==> src/core/ddc_fe_map.svh <==
// Register map, field positions and fixed constants of the front end
`ifndef DDC_FE_MAP_SVH
`define DDC_FE_MAP_SVH
`define ADR_CH_CFG     16'h0000
`define ADR_PN_GAIN    16'h0001
`define ADR_NCO_CFG    16'h0004
`define ADR_FREQ_HOLD  16'h0005
`define ADR_FREQ_LOAD  16'h0006
`define ADR_FREQ_ACT   16'h0007
`define ADR_TEST_CTL   16'hf800
`define ADR_LD_SRC     16'hf804
`define ADR_LD_CFG     16'hf805
`define ADR_LD_START   16'hf806
`define ADR_LD_RESULT  16'hf808
`define CH_FMT_MSB     2
`define CH_FMT_LSB     0
`define CH_SRC_MSB     4
`define CH_SRC_LSB     3
`define CH_OFS_EN      5
`define NCO_SYNC_EN    0
`define NCO_ZERO_PH    1
`define TEST_PN_EN     0
`define TEST_PN_MSB    2
`define TEST_PN_LSB    1
`define LD_SRC_MSB     1
`define LD_SRC_LSB     0
`define LD_FMT_MSB     4
`define LD_FMT_LSB     2
`define LD_CNT_MSB     15
`define LD_CNT_LSB     0
`define LD_MTH_MSB     17
`define LD_MTH_LSB     16
`define LD_LEAK_MSB    19
`define LD_LEAK_LSB    18
`define LD_CONT        20
`define LD_CNT_BIAS    17'h00002
`define LEAK_SH_A1     5'h00
`define LEAK_SH_A8     5'h08
`define LEAK_SH_A12    5'h0c
`define LEAK_SH_A16    5'h10
`define OFS_DATA_BIT   0
`define OFS_FRAME_BIT  1
`define PN_Q_TAP       7
`define PN_SEED15      15'h0001
`define PN_SEED23      23'h000001
`define EXP_MAX_11     3'h5
`define EXP_MAX_12     3'h4
`define EXP_MAX_13     3'h3
`define EXP_MAX_14     3'h2
`define OFFS_FLIP      16'h8000
`define QUARTER_TURN   24'h400000
`define SIN_PEAK       19'h3ffff
`endif

==> src/core/ddc_fe_pkg.sv <==
// Types shared by the front end design files
package ddc_fe_pkg;
   typedef enum logic [2:0] {
      FMT_TWOS = 3'h0,
      FMT_OFFS = 3'h1,
      FMT_FL11 = 3'h2,
      FMT_FL12 = 3'h3,
      FMT_FL13 = 3'h4,
      FMT_FL14 = 3'h5
   } fmt_t;
   typedef enum logic [1:0] {
      LDM_INTEG = 2'h0,
      LDM_PEAK  = 2'h1,
      LDM_LEAKY = 2'h2
   } ldm_t;
   typedef enum logic [1:0] {
      PN_LEN15   = 2'h0,
      PN_LEN23   = 2'h1,
      PN_LENPROD = 2'h2
   } pn_len_t;
   typedef enum logic [1:0] {
      LD_IDLE = 2'b01,
      LD_RUN  = 2'b10
   } ld_state_t;
endpackage : ddc_fe_pkg

==> src/core/sample_format.sv <==
// Input word formatter: fixed point and gain-ranging floating point maps
`timescale 1ns/1ns
`include "ddc_fe_map.svh"
module sample_format #(
   parameter int W = 16
) (
   input  wire logic             clk,
   input  wire logic             rst,
   input  wire logic [W-1:0]     raw,
   input  wire ddc_fe_pkg::fmt_t fmt,
   output logic [W-1:0]          fmt_out
);
   if (W != 16) begin : g_width_chk
      $error("sample_format is built for 16-bit words only");
   end

   function automatic logic [2:0] sat_shift(input logic [2:0] e,
                                             input logic [2:0] emax);
      sat_shift = emax - ((e > emax) ? emax : e);
   endfunction : sat_shift

   wire               exponent_bit_high = raw[2];
   wire               exponent_bit_mid  = raw[1];
   wire               exponent_bit_low  = raw[0];
   wire [2:0]         exp3 = {exponent_bit_high, exponent_bit_mid,
                              exponent_bit_low};
   wire [2:0]         exp_pair = {1'b0, exponent_bit_mid, exponent_bit_low};
   // Exponent bits are masked off so they never reach the mantissa
   wire signed [15:0] man13 = {raw[15:3], 3'h0};
   wire signed [15:0] man14 = {raw[15:2], 2'h0};
   wire [15:0]        fl11 = man13 >>> sat_shift(exp3, `EXP_MAX_11);
   wire [15:0]        fl12 = man13 >>> sat_shift(exp3, `EXP_MAX_12);
   wire [15:0]        fl13 = man13 >>> sat_shift(exp3, `EXP_MAX_13);
   wire [15:0]        fl14 = man14 >>> sat_shift(exp_pair, `EXP_MAX_14);
   wire [15:0]        fmt_out_nxt =
      (fmt == ddc_fe_pkg::FMT_OFFS) ? raw ^ `OFFS_FLIP :
      (fmt == ddc_fe_pkg::FMT_FL11) ? fl11 :
      (fmt == ddc_fe_pkg::FMT_FL12) ? fl12 :
      (fmt == ddc_fe_pkg::FMT_FL13) ? fl13 :
      (fmt == ddc_fe_pkg::FMT_FL14) ? fl14 : raw;

   // One register for every format keeps the latency fixed
   always_ff @(posedge clk) begin
      if (rst) fmt_out <= '0;
      else     fmt_out <= fmt_out_nxt;
   end
endmodule : sample_format

==> src/core/ddc_front_end.sv <==
// Downconverter front end: formatter, level detector, NCO, mixer, noise
`timescale 1ns/1ns
`include "ddc_fe_map.svh"
module ddc_front_end #(
   parameter int IW = 16,
   parameter int OW = 24
) (
   input  wire logic          MCLK,
   input  wire logic          RESET,
   input  wire logic [IW-1:0] BUS_A,
   input  wire logic [IW-1:0] BUS_B,
   input  wire logic [IW-1:0] BUS_C,
   input  wire logic [IW-1:0] BUS_D,
   input  wire logic          SYNC_IN_STROBE,
   input  wire logic          WR_STROBE,
   input  wire logic [15:0]   ADDRESS,
   input  wire logic [31:0]   WR_DATA,
   output logic [31:0]        RD_DATA,
   output logic [OW-1:0]      I_OUT,
   output logic [OW-1:0]      Q_OUT
);
   if (IW != 16 || OW != 24) begin : g_width_chk
      $error("ddc_front_end needs 16-bit inputs and 24-bit outputs");
   end

   function automatic logic [15:0] bus_pick(input logic [1:0] s,
      input logic [15:0] a, input logic [15:0] b,
      input logic [15:0] c, input logic [15:0] d);
      bus_pick = (s == 2'h0) ? a : (s == 2'h1) ? b : (s == 2'h2) ? c : d;
   endfunction : bus_pick

   // Parabolic sine: cheap, but its purity is far below a table
   function automatic logic signed [18:0] sin_q(input logic [23:0] p);
      logic [22:0] x;
      logic [45:0] prod;
      logic [18:0] lim;
      x = p[22:0];
      prod = x * 23'(~x);
      lim = prod[44] ? `SIN_PEAK : prod[44:26];
      sin_q = p[23] ? -$signed(lim) : $signed(lim);
   endfunction : sin_q

   function automatic logic pn_pick(input ddc_fe_pkg::pn_len_t m,
                                    input logic a, input logic b);
      pn_pick = (m == ddc_fe_pkg::PN_LEN15) ? a :
                (m == ddc_fe_pkg::PN_LEN23) ? b : a ^ b;
   endfunction : pn_pick

   function automatic logic [23:0] pn_word(input logic s,
                                           input logic [15:0] g);
      pn_word = {s, s, s, g, 5'h00};
   endfunction : pn_word

   // Configuration registers
   logic [5:0]  ch_cfg_r;
   logic [15:0] pn_gain_r;
   logic [1:0]  nco_cfg_r;
   logic [31:0] freq_hold_r;
   logic [31:0] freq_act_r;
   logic [2:0]  test_ctl_r;
   logic [4:0]  ld_src_r;
   logic [20:0] ld_cfg_r;

   wire wr_ch_cfg  = WR_STROBE && ADDRESS == `ADR_CH_CFG;
   wire wr_pn_gain = WR_STROBE && ADDRESS == `ADR_PN_GAIN;
   wire wr_nco_cfg = WR_STROBE && ADDRESS == `ADR_NCO_CFG;
   wire wr_hold    = WR_STROBE && ADDRESS == `ADR_FREQ_HOLD;
   wire wr_load    = WR_STROBE && ADDRESS == `ADR_FREQ_LOAD;
   wire wr_test    = WR_STROBE && ADDRESS == `ADR_TEST_CTL;
   wire wr_ld_src  = WR_STROBE && ADDRESS == `ADR_LD_SRC;
   wire wr_ld_cfg  = WR_STROBE && ADDRESS == `ADR_LD_CFG;
   wire ld_start   = WR_STROBE && ADDRESS == `ADR_LD_START;

   always_ff @(posedge MCLK) begin
      if (RESET) begin
         ch_cfg_r    <= '0;
         pn_gain_r   <= '0;
         nco_cfg_r   <= '0;
         freq_hold_r <= '0;
         test_ctl_r  <= '0;
         ld_src_r    <= '0;
         ld_cfg_r    <= '0;
      end else begin
         if (wr_ch_cfg)  ch_cfg_r    <= WR_DATA[5:0];
         if (wr_pn_gain) pn_gain_r   <= WR_DATA[15:0];
         if (wr_nco_cfg) nco_cfg_r   <= WR_DATA[1:0];
         if (wr_hold)    freq_hold_r <= WR_DATA;
         if (wr_test)    test_ctl_r  <= WR_DATA[2:0];
         if (wr_ld_src)  ld_src_r    <= WR_DATA[4:0];
         if (wr_ld_cfg)  ld_cfg_r    <= WR_DATA[20:0];
      end
   end

   // Input selection and formatting for the channel and the detector
   logic [15:0] ch_fmt;
   logic [15:0] ld_fmt;
   wire [15:0] ch_raw = bus_pick(ch_cfg_r[`CH_SRC_MSB:`CH_SRC_LSB],
                                 BUS_A, BUS_B, BUS_C, BUS_D);
   wire [15:0] ld_raw = bus_pick(ld_src_r[`LD_SRC_MSB:`LD_SRC_LSB],
                                 BUS_A, BUS_B, BUS_C, BUS_D);

   sample_format #(.W(16)) u_ch_fmt (
      .clk     (MCLK),
      .rst     (RESET),
      .raw     (ch_raw),
      .fmt     (ddc_fe_pkg::fmt_t'(ch_cfg_r[`CH_FMT_MSB:`CH_FMT_LSB])),
      .fmt_out (ch_fmt)
   );
   sample_format #(.W(16)) u_ld_fmt (
      .clk     (MCLK),
      .rst     (RESET),
      .raw     (ld_raw),
      .fmt     (ddc_fe_pkg::fmt_t'(ld_src_r[`LD_FMT_MSB:`LD_FMT_LSB])),
      .fmt_out (ld_fmt)
   );

   // Level detector
   ddc_fe_pkg::ld_state_t ld_state_r, ld_state_nxt;
   logic [16:0] ld_cnt_r, ld_cnt_nxt;
   logic [31:0] ld_acc_r, ld_acc_nxt;
   logic [31:0] ld_res_r, ld_res_nxt;

   wire ddc_fe_pkg::ldm_t ld_mth =
      ddc_fe_pkg::ldm_t'(ld_cfg_r[`LD_MTH_MSB:`LD_MTH_LSB]);
   wire [1:0]  ld_leak_sel = ld_cfg_r[`LD_LEAK_MSB:`LD_LEAK_LSB];
   wire [4:0]  ld_leak_sh  = (ld_leak_sel == 2'h0) ? `LEAK_SH_A1 :
                             (ld_leak_sel == 2'h1) ? `LEAK_SH_A8 :
                             (ld_leak_sel == 2'h2) ? `LEAK_SH_A12 :
                             `LEAK_SH_A16;
   // Integrated magnitude has a defined end only, never continuous
   wire ld_cont = ld_cfg_r[`LD_CONT] && ld_mth != ddc_fe_pkg::LDM_INTEG;
   wire [16:0] ld_cnt_load = 17'({1'b0,
      ld_cfg_r[`LD_CNT_MSB:`LD_CNT_LSB]} + `LD_CNT_BIAS);
   wire [15:0] ld_mag = ld_fmt[15] ? 16'(-ld_fmt) : ld_fmt;
   wire [31:0] ld_mag32 = {16'h0000, ld_mag};
   wire signed [32:0] ld_diff = $signed({1'b0, ld_mag, 16'h0000}) -
                                $signed({1'b0, ld_acc_r});
   wire signed [32:0] ld_step = ld_diff >>> ld_leak_sh;
   wire [31:0] ld_upd =
      (ld_mth == ddc_fe_pkg::LDM_PEAK) ?
         ((ld_mag32 > ld_acc_r) ? ld_mag32 : ld_acc_r) :
      (ld_mth == ddc_fe_pkg::LDM_LEAKY) ? ld_acc_r + ld_step[31:0] :
      ld_acc_r + ld_mag32;
   wire ld_run  = ld_state_r == ddc_fe_pkg::LD_RUN;
   wire ld_last = ld_run && ld_cnt_r == 17'h00001;

   always_comb begin
      ld_state_nxt = ld_state_r;
      ld_cnt_nxt   = ld_cnt_r;
      ld_acc_nxt   = ld_acc_r;
      ld_res_nxt   = ld_res_r;
      case (ld_state_r)
         ddc_fe_pkg::LD_IDLE: begin
            ld_state_nxt = ddc_fe_pkg::LD_IDLE;
         end
         ddc_fe_pkg::LD_RUN: begin
            ld_acc_nxt = ld_upd;
            ld_cnt_nxt = ld_cnt_r - 17'h00001;
            if (ld_cont) ld_res_nxt = ld_upd;
            if (ld_last) begin
               ld_res_nxt = ld_upd;
               if (ld_cont) ld_cnt_nxt = ld_cnt_load;
               else ld_state_nxt = ddc_fe_pkg::LD_IDLE;
            end
         end
         default: ld_state_nxt = ddc_fe_pkg::LD_IDLE;
      endcase
      if (ld_start) begin
         ld_state_nxt = ddc_fe_pkg::LD_RUN;
         ld_cnt_nxt   = ld_cnt_load;
         ld_acc_nxt   = '0;
      end
   end

   always_ff @(posedge MCLK) begin
      if (RESET) begin
         ld_state_r <= ddc_fe_pkg::LD_IDLE;
         ld_cnt_r   <= '0;
         ld_acc_r   <= '0;
         ld_res_r   <= '0;
      end else begin
         ld_state_r <= ld_state_nxt;
         ld_cnt_r   <= ld_cnt_nxt;
         ld_acc_r   <= ld_acc_nxt;
         ld_res_r   <= ld_res_nxt;
      end
   end

   // Carrier NCO with double-buffered frequency
   logic [31:0] phase_r;
   logic [31:0] ofs_sh_r;
   logic [31:0] ofs_r;
   wire freq_load = wr_load ||
      (SYNC_IN_STROBE && nco_cfg_r[`NCO_SYNC_EN]);
   wire ofs_en = ch_cfg_r[`CH_OFS_EN];
   wire [31:0] ofs_shift = {ofs_sh_r[30:0], BUS_D[`OFS_DATA_BIT]};
   wire [31:0] phase_step = freq_act_r + (ofs_en ? ofs_r : 32'h0);

   always_ff @(posedge MCLK) begin
      if (RESET) begin
         freq_act_r <= '0;
         phase_r    <= '0;
         ofs_sh_r   <= '0;
         ofs_r      <= '0;
      end else begin
         if (freq_load) freq_act_r <= freq_hold_r;
         if (freq_load && nco_cfg_r[`NCO_ZERO_PH])
            phase_r <= '0;
         else
            phase_r <= phase_r + phase_step;
         if (ofs_en) ofs_sh_r <= ofs_shift;
         if (ofs_en && BUS_D[`OFS_FRAME_BIT]) ofs_r <= ofs_shift;
      end
   end

   // Mixer: top 24 bits of the 16 x 19 product
   wire [23:0] nco_ph = phase_r[31:8];
   wire signed [18:0] nco_cos = sin_q(nco_ph + `QUARTER_TURN);
   wire signed [18:0] nco_sin = sin_q(nco_ph);
   wire signed [34:0] prod_i = $signed(ch_fmt) * nco_cos;
   wire signed [34:0] prod_q = $signed(ch_fmt) * nco_sin;
   logic [23:0] mix_i_r;
   logic [23:0] mix_q_r;

   // Pseudonoise
   logic [14:0] lfsr15_r;
   logic [22:0] lfsr23_r;
   wire ddc_fe_pkg::pn_len_t pn_len =
      ddc_fe_pkg::pn_len_t'(test_ctl_r[`TEST_PN_MSB:`TEST_PN_LSB]);
   wire pn_on = test_ctl_r[`TEST_PN_EN] && pn_gain_r != 16'h0000;
   // Q taps a later stage of each register, a fixed time offset
   wire pn_i_bit = pn_pick(pn_len, lfsr15_r[0], lfsr23_r[0]);
   wire pn_q_bit = pn_pick(pn_len, lfsr15_r[`PN_Q_TAP],
                           lfsr23_r[`PN_Q_TAP]);
   wire [23:0] pn_i = pn_on ? pn_word(pn_i_bit, pn_gain_r) : 24'h0;
   wire [23:0] pn_q = pn_on ? pn_word(pn_q_bit, pn_gain_r) : 24'h0;

   always_ff @(posedge MCLK) begin
      if (RESET) begin
         lfsr15_r <= `PN_SEED15;
         lfsr23_r <= `PN_SEED23;
         mix_i_r  <= '0;
         mix_q_r  <= '0;
         I_OUT    <= '0;
         Q_OUT    <= '0;
      end else begin
         if (test_ctl_r[`TEST_PN_EN]) begin
            lfsr15_r <= {lfsr15_r[13:0], lfsr15_r[14] ^ lfsr15_r[13]};
            lfsr23_r <= {lfsr23_r[21:0], lfsr23_r[22] ^ lfsr23_r[17]};
         end
         mix_i_r <= prod_i[33:10];
         mix_q_r <= prod_q[33:10];
         I_OUT   <= mix_i_r + pn_i;
         Q_OUT   <= mix_q_r + pn_q;
      end
   end

   // Read-back, one cycle after the address
   wire [31:0] rd_w =
      (ADDRESS == `ADR_CH_CFG)    ? 32'(ch_cfg_r)   :
      (ADDRESS == `ADR_PN_GAIN)   ? 32'(pn_gain_r)  :
      (ADDRESS == `ADR_NCO_CFG)   ? 32'(nco_cfg_r)  :
      (ADDRESS == `ADR_FREQ_HOLD) ? freq_hold_r     :
      (ADDRESS == `ADR_FREQ_ACT)  ? freq_act_r      :
      (ADDRESS == `ADR_TEST_CTL)  ? 32'(test_ctl_r) :
      (ADDRESS == `ADR_LD_SRC)    ? 32'(ld_src_r)   :
      (ADDRESS == `ADR_LD_CFG)    ? 32'(ld_cfg_r)   :
      (ADDRESS == `ADR_LD_RESULT) ? ld_res_r : 32'h0;

   always_ff @(posedge MCLK) begin
      if (RESET) RD_DATA <= '0;
      else       RD_DATA <= rd_w;
   end
endmodule : ddc_front_end

==> config.mk <==
export PLATFORM = sky130hd
export DESIGN_NAME = ddc_front_end
export DESIGN_NICKNAME = d
export VERILOG_FILES = /design/src/core/ddc_fe_pkg.sv /design/src/core/sample_format.sv /design/src/core/ddc_front_end.sv
export VERILOG_INCLUDE_DIRS = /design/src /design/src/core
export SDC_FILE = /design/constraint.sdc
export NUM_CORES = 2
export LEC_CHECK = 0
export BUFFER_PORTS_ARGS = -buffer_cell sky130_fd_sc_hd__buf_2
export CAP_MARGIN = 5
export CELL_PAD_IN_SITES_DETAIL_PLACEMENT = 1
export CELL_PAD_IN_SITES_GLOBAL_PLACEMENT = 2
export CORE_MARGIN = 3
export CORE_UTILIZATION = 37
export DETAILED_ROUTE_END_ITERATION = 10
export PLACE_DENSITY_LB_ADDON = 0.1
export REMOVE_ABC_BUFFERS = 1
export SYNTH_ARGS = -nofsm -noshare
export SYNTH_HDL_FRONTEND = slang
export SYNTH_SLANG_ARGS = --single-unit
==> constraint.sdc <==
create_clock -name MCLK -period 14.6 [get_ports MCLK]
set_input_delay 1.46 -clock MCLK [delete_from_list [all_inputs] [get_ports MCLK]]
set_output_delay 1.46 -clock MCLK [all_outputs]
set_load 0.005 [all_outputs]
==> results by group <==
Synth
  – Cell taking the most area after synthesis: fa_1
  – Synthesized area: 0.0754 mm2
  – Synthesized area per cell: 8.42 um2
  – Fraction of registers with async set or reset after synthesis: 0
  – Number of library cell types mapped by synthesis: 103
  – Register bit total from synthesis: 493
  – Top post-synthesis cells by area: fa_1, dfxtp_1, ha_1
  – Main synth FF type: dfxtp_1
  – Synth Area in Compound Gates: 0.110
  – YS warnings: 0
  – Adder-cell area share of the yosys netlist: 0.415
  – Yosys top cell area share: 0.315
  – EDFF count, synth: 0
  – Post-synthesis xor/xnor area fraction: 0.0309
  – Post-Syn Instances: 8954
  – Synth Area in Simple Gates: 0.172
  – Largest family of logic cells by synthesized area: adder cells
  – Register area share after synthesis: 0.131
  – Multiplexer area fraction after synthesis: 0.0421

Detailed routing
  – Vias per inst: 5.24
  – First DRT Iteration DRCs: 3346
  – Detail Route Antenna Nets: 0
  – DR DRC count: 0
  – Drt total wl: 271000 um
  – Routed WL per cell: 22.6 um
  – Via Count: 62900
  – DR pass1 iterations: 9

Global route
  – GRT Residual Overflow: 0
  – Initial antenna violation count: 10
  – Pin count of the biggest net entering global routing: 76
  – Global-route wire length before repair: 423000 um
  – Number of global-route vias before repair: 69700
  – Gr usage total: 0.261

Setup path
  – Crit path kind: flop to flop
  – WP data arrival: 14.68 ns
  – CP dominant cell by count: fa_1
  – CP Buf/Inv Count: 14
  – Start point of the critical path: phase_r[14]
  – Worst-path maximum fanout: 10
  – Delay-heaviest family, CP: adder cells
  – Slowest stage cell on the critical path: fa_1
  – Reg-to-Reg Start: phase_r[14]
  – Required @ worst endpoint: 15.18 ns
  – Reg2Reg Depth: 58
  – Reg2reg end: mix_i_r[21]
  – Crit start category: flop
  – Critical Path Stages: 58
  – FF-to-FF setup slack: 0.50 ns
  – Crit. End Element: flop
  – Crit path to: mix_i_r[21]
  – Crit path largest cell delay: 0.54 ns

Timing
  – Max-slew violation count: 0
  – Period utilization: 0.966
  – Hold slack: 0.447 ns
  – Worst-margin pin slew: 1.21 ns
  – Final Hold Vio Count: 0
  – Rel. slew slack: 0.194
  – Fmax: 0.0709 GHz
  – Min Tclk post-route: 14.10 ns
  – Slack of the critical path: 0.497 ns
  – Finish-stage setup viols: 0
  – Clock skew: 0.0630 ns

Run status
  – Outcome: finished, final reports clean

Clock tree
  – Clock Sink Count: 493
  – CTS tree: built
  – Clock Path Buffers: 3
  – Clock Latency Late Sink: 0.72 ns
  – Clock-pin transition on the worst setup and hold timing paths: 0.06 ns
  – Number of H-tree levels: 2
  – # hold bufs at CTS: 0
  – Root Buffer: clkbuf_16
  – Total CTS buffers: 60

Die
  – Die area: 0.209 mm2
  – Die span in x: 457 um
  – Starting Density: 0.373
  – Die span in y: 457 um
  – # rows: 165
  – Io pins: 196
  – Core box area: 0.202 mm2

Worst hold path
  – Worst Hold Class: flop to flop

Cells and area
  – Reg area: 0.00988 mm2
  – Fin area: 0.0851 mm2
  – Fillers: 24000
  – Nets: 11200
  – Layout cells sized above 1: 0.112
  – Layout Area Growth over Synthesis: 12.9%
  – Area of the multi-input gates: 0.0586 mm2
  – Final Non-Filler Cells: 12000

Placement
  – Area after DPL: 0.0823 mm2
  – HPWL after detailed placement: 222000 um
  – DP Cell Count: 11900
  – DP Worst Slack: -0.432 ns
  – Routability cong.: 0.888
  – Number of I/O port buffers: 195

Pwr
  – PwrDens: 75.8 mW/mm2
  – LEAKAGE: 40.3 nW
  – Max VDD drop: 0.213 mV

Run
  – Max_cap viols: 0
worst min-delay path by stage:
| stage | endpoint | depth (start not counted) | from |
|---|---|---|---|
| 4_1_cts | ofs_r[12] | 2 | ofs_sh_r[11] |
| 3_5_place_dp | ofs_r[31] | 2 | ofs_sh_r[30] |
| 2_1_floorplan | I_OUT[0] | 1 | mix_i_r[0] |
| 5_1_grt | Q_OUT[3] | 1 | mix_q_r[3] |
| 3_3_place_gp | ofs_r[7] | 2 | ofs_r[7] |
| 6_report | ofs_r[12] | 2 | ofs_sh_r[11] |
tightest hold or removal path, delay by kind of cell, from the launching register on:
| family | cells | cell delay [ns] |
|---|---|---|
| AOI/OAI and AO/OA | 1 | 0.05 |
| DFF | 1 | 0.33 |
| and+or+nand+nor | 1 | 0.06 |
what timing repair did:
item,CTS,global route
gates resized for setup,8,141
setup endpoints to repair,16,35
pin swaps,1,42
buffers inserted,0,13
logic make-up (layout without fill, tap and decap cells):
| group | Yosys count | count (layout) |
|---|---|---|
| buf+inv | 1982 | 2370 |
| other cells | 0 | 3 |
| compound gates | 1308 | 1308 |
| simple gates | 2842 | 2842 |
| fa+ha+maj | 1790 | 1790 |
| mux | 277 | 277 |
| flops | 493 | 493 |
| xor+xnor | 262 | 262 |
flip-flops by register name, indices dropped and copies added (netlist names), 16 cells and up:
signal and flops:
I_OUT 24, Q_OUT 24, RD_DATA 32, freq_act_r 32, freq_hold_r 32, ld_acc_r 32
ld_cfg_r 21, ld_cnt_r 17, ld_res_r 32, lfsr23_r 23, mix_i_r 24, mix_q_r 24
ofs_r 32, ofs_sh_r 31, phase_r 32, pn_gain_r 16, u_ch_fmt.fmt_out 16, u_ld_fmt.fmt_out 16
report_power, final:
| part | leakage, nW | switching (mW) | internal, mW |
|---|---|---|---|
| sequential | 4.00 | 0.0250 | 1.41 |
| clock | 1.03 | 0.677 | 0.910 |
| combinational | 35.2 | 1.89 | 1.54 |
layer usage:
metal  part of all wire  vias up  global-route usage
met5           0.000074        -                   0
met4              0.039        2              0.0863
met3              0.028      317              0.0194
met2               0.50     1039               0.460
met1               0.43    32500               0.339
li1                   -    29100                   -
Yosys cell counts, types with 139 or more instances:
master,instances
a21oi_1,483
and2_1,326
clkbuf_1,405
dfxtp_1,493
fa_1,1186
ha_1,602
inv_1,1504
mux2i_1,233
nand2_1,1128
nor2_1,755
nor2b_1,139
o21ai_0,226
xnor2_1,173
area by class of cell:
cell class / instances / share of cell area
repair buffers: 741 / 0.0648
clock inverters: 29 / 0.00419
clock buffers: 83 / 0.0204
flip-flops and latches: 493 / 0.116
diodes: 3 / 0.0000882
multi-input cells: 6479 / 0.688
inverters: 1517 / 0.0671
well taps: 2672 / 0.0393
placed cells by master, fill, tap and decap left out, types with 93 or more instances in the layout:
master    netlist  layout
inv_1        1504    1498
fa_1         1186    1178
nand2_1      1128    1128
nor2_1        755     744
ha_1          602     595
buf_4           2     495
dfxtp_1       493     483
a21oi_1       483     475
and2_1        326     326
mux2i_1       233     232
o21ai_0       226     214
buf_2           5     194
xnor2_1       173     166
nor2b_1       139     136
a211oi_1      114     110
nand3_1       108     107
nor3_1         97      93
per-stage QoR:
| stage | utilization | total power, mW | setup TNS [ns] |
|---|---|---|---|
| 2_1_floorplan | - | 3.55 | -28.20 |
| 3_3_place_gp | 0.407 | 4.79 | -1.51 |
| 3_5_place_dp | 0.407 | 4.85 | -3.88 |
| 4_1_cts | 0.417 | 6.50 | 0 |
| 5_1_grt | 0.421 | 6.99 | -0.145 |
| 6_report | 0.421 | 6.45 | 0 |
(Power assumes the default switching activity.)
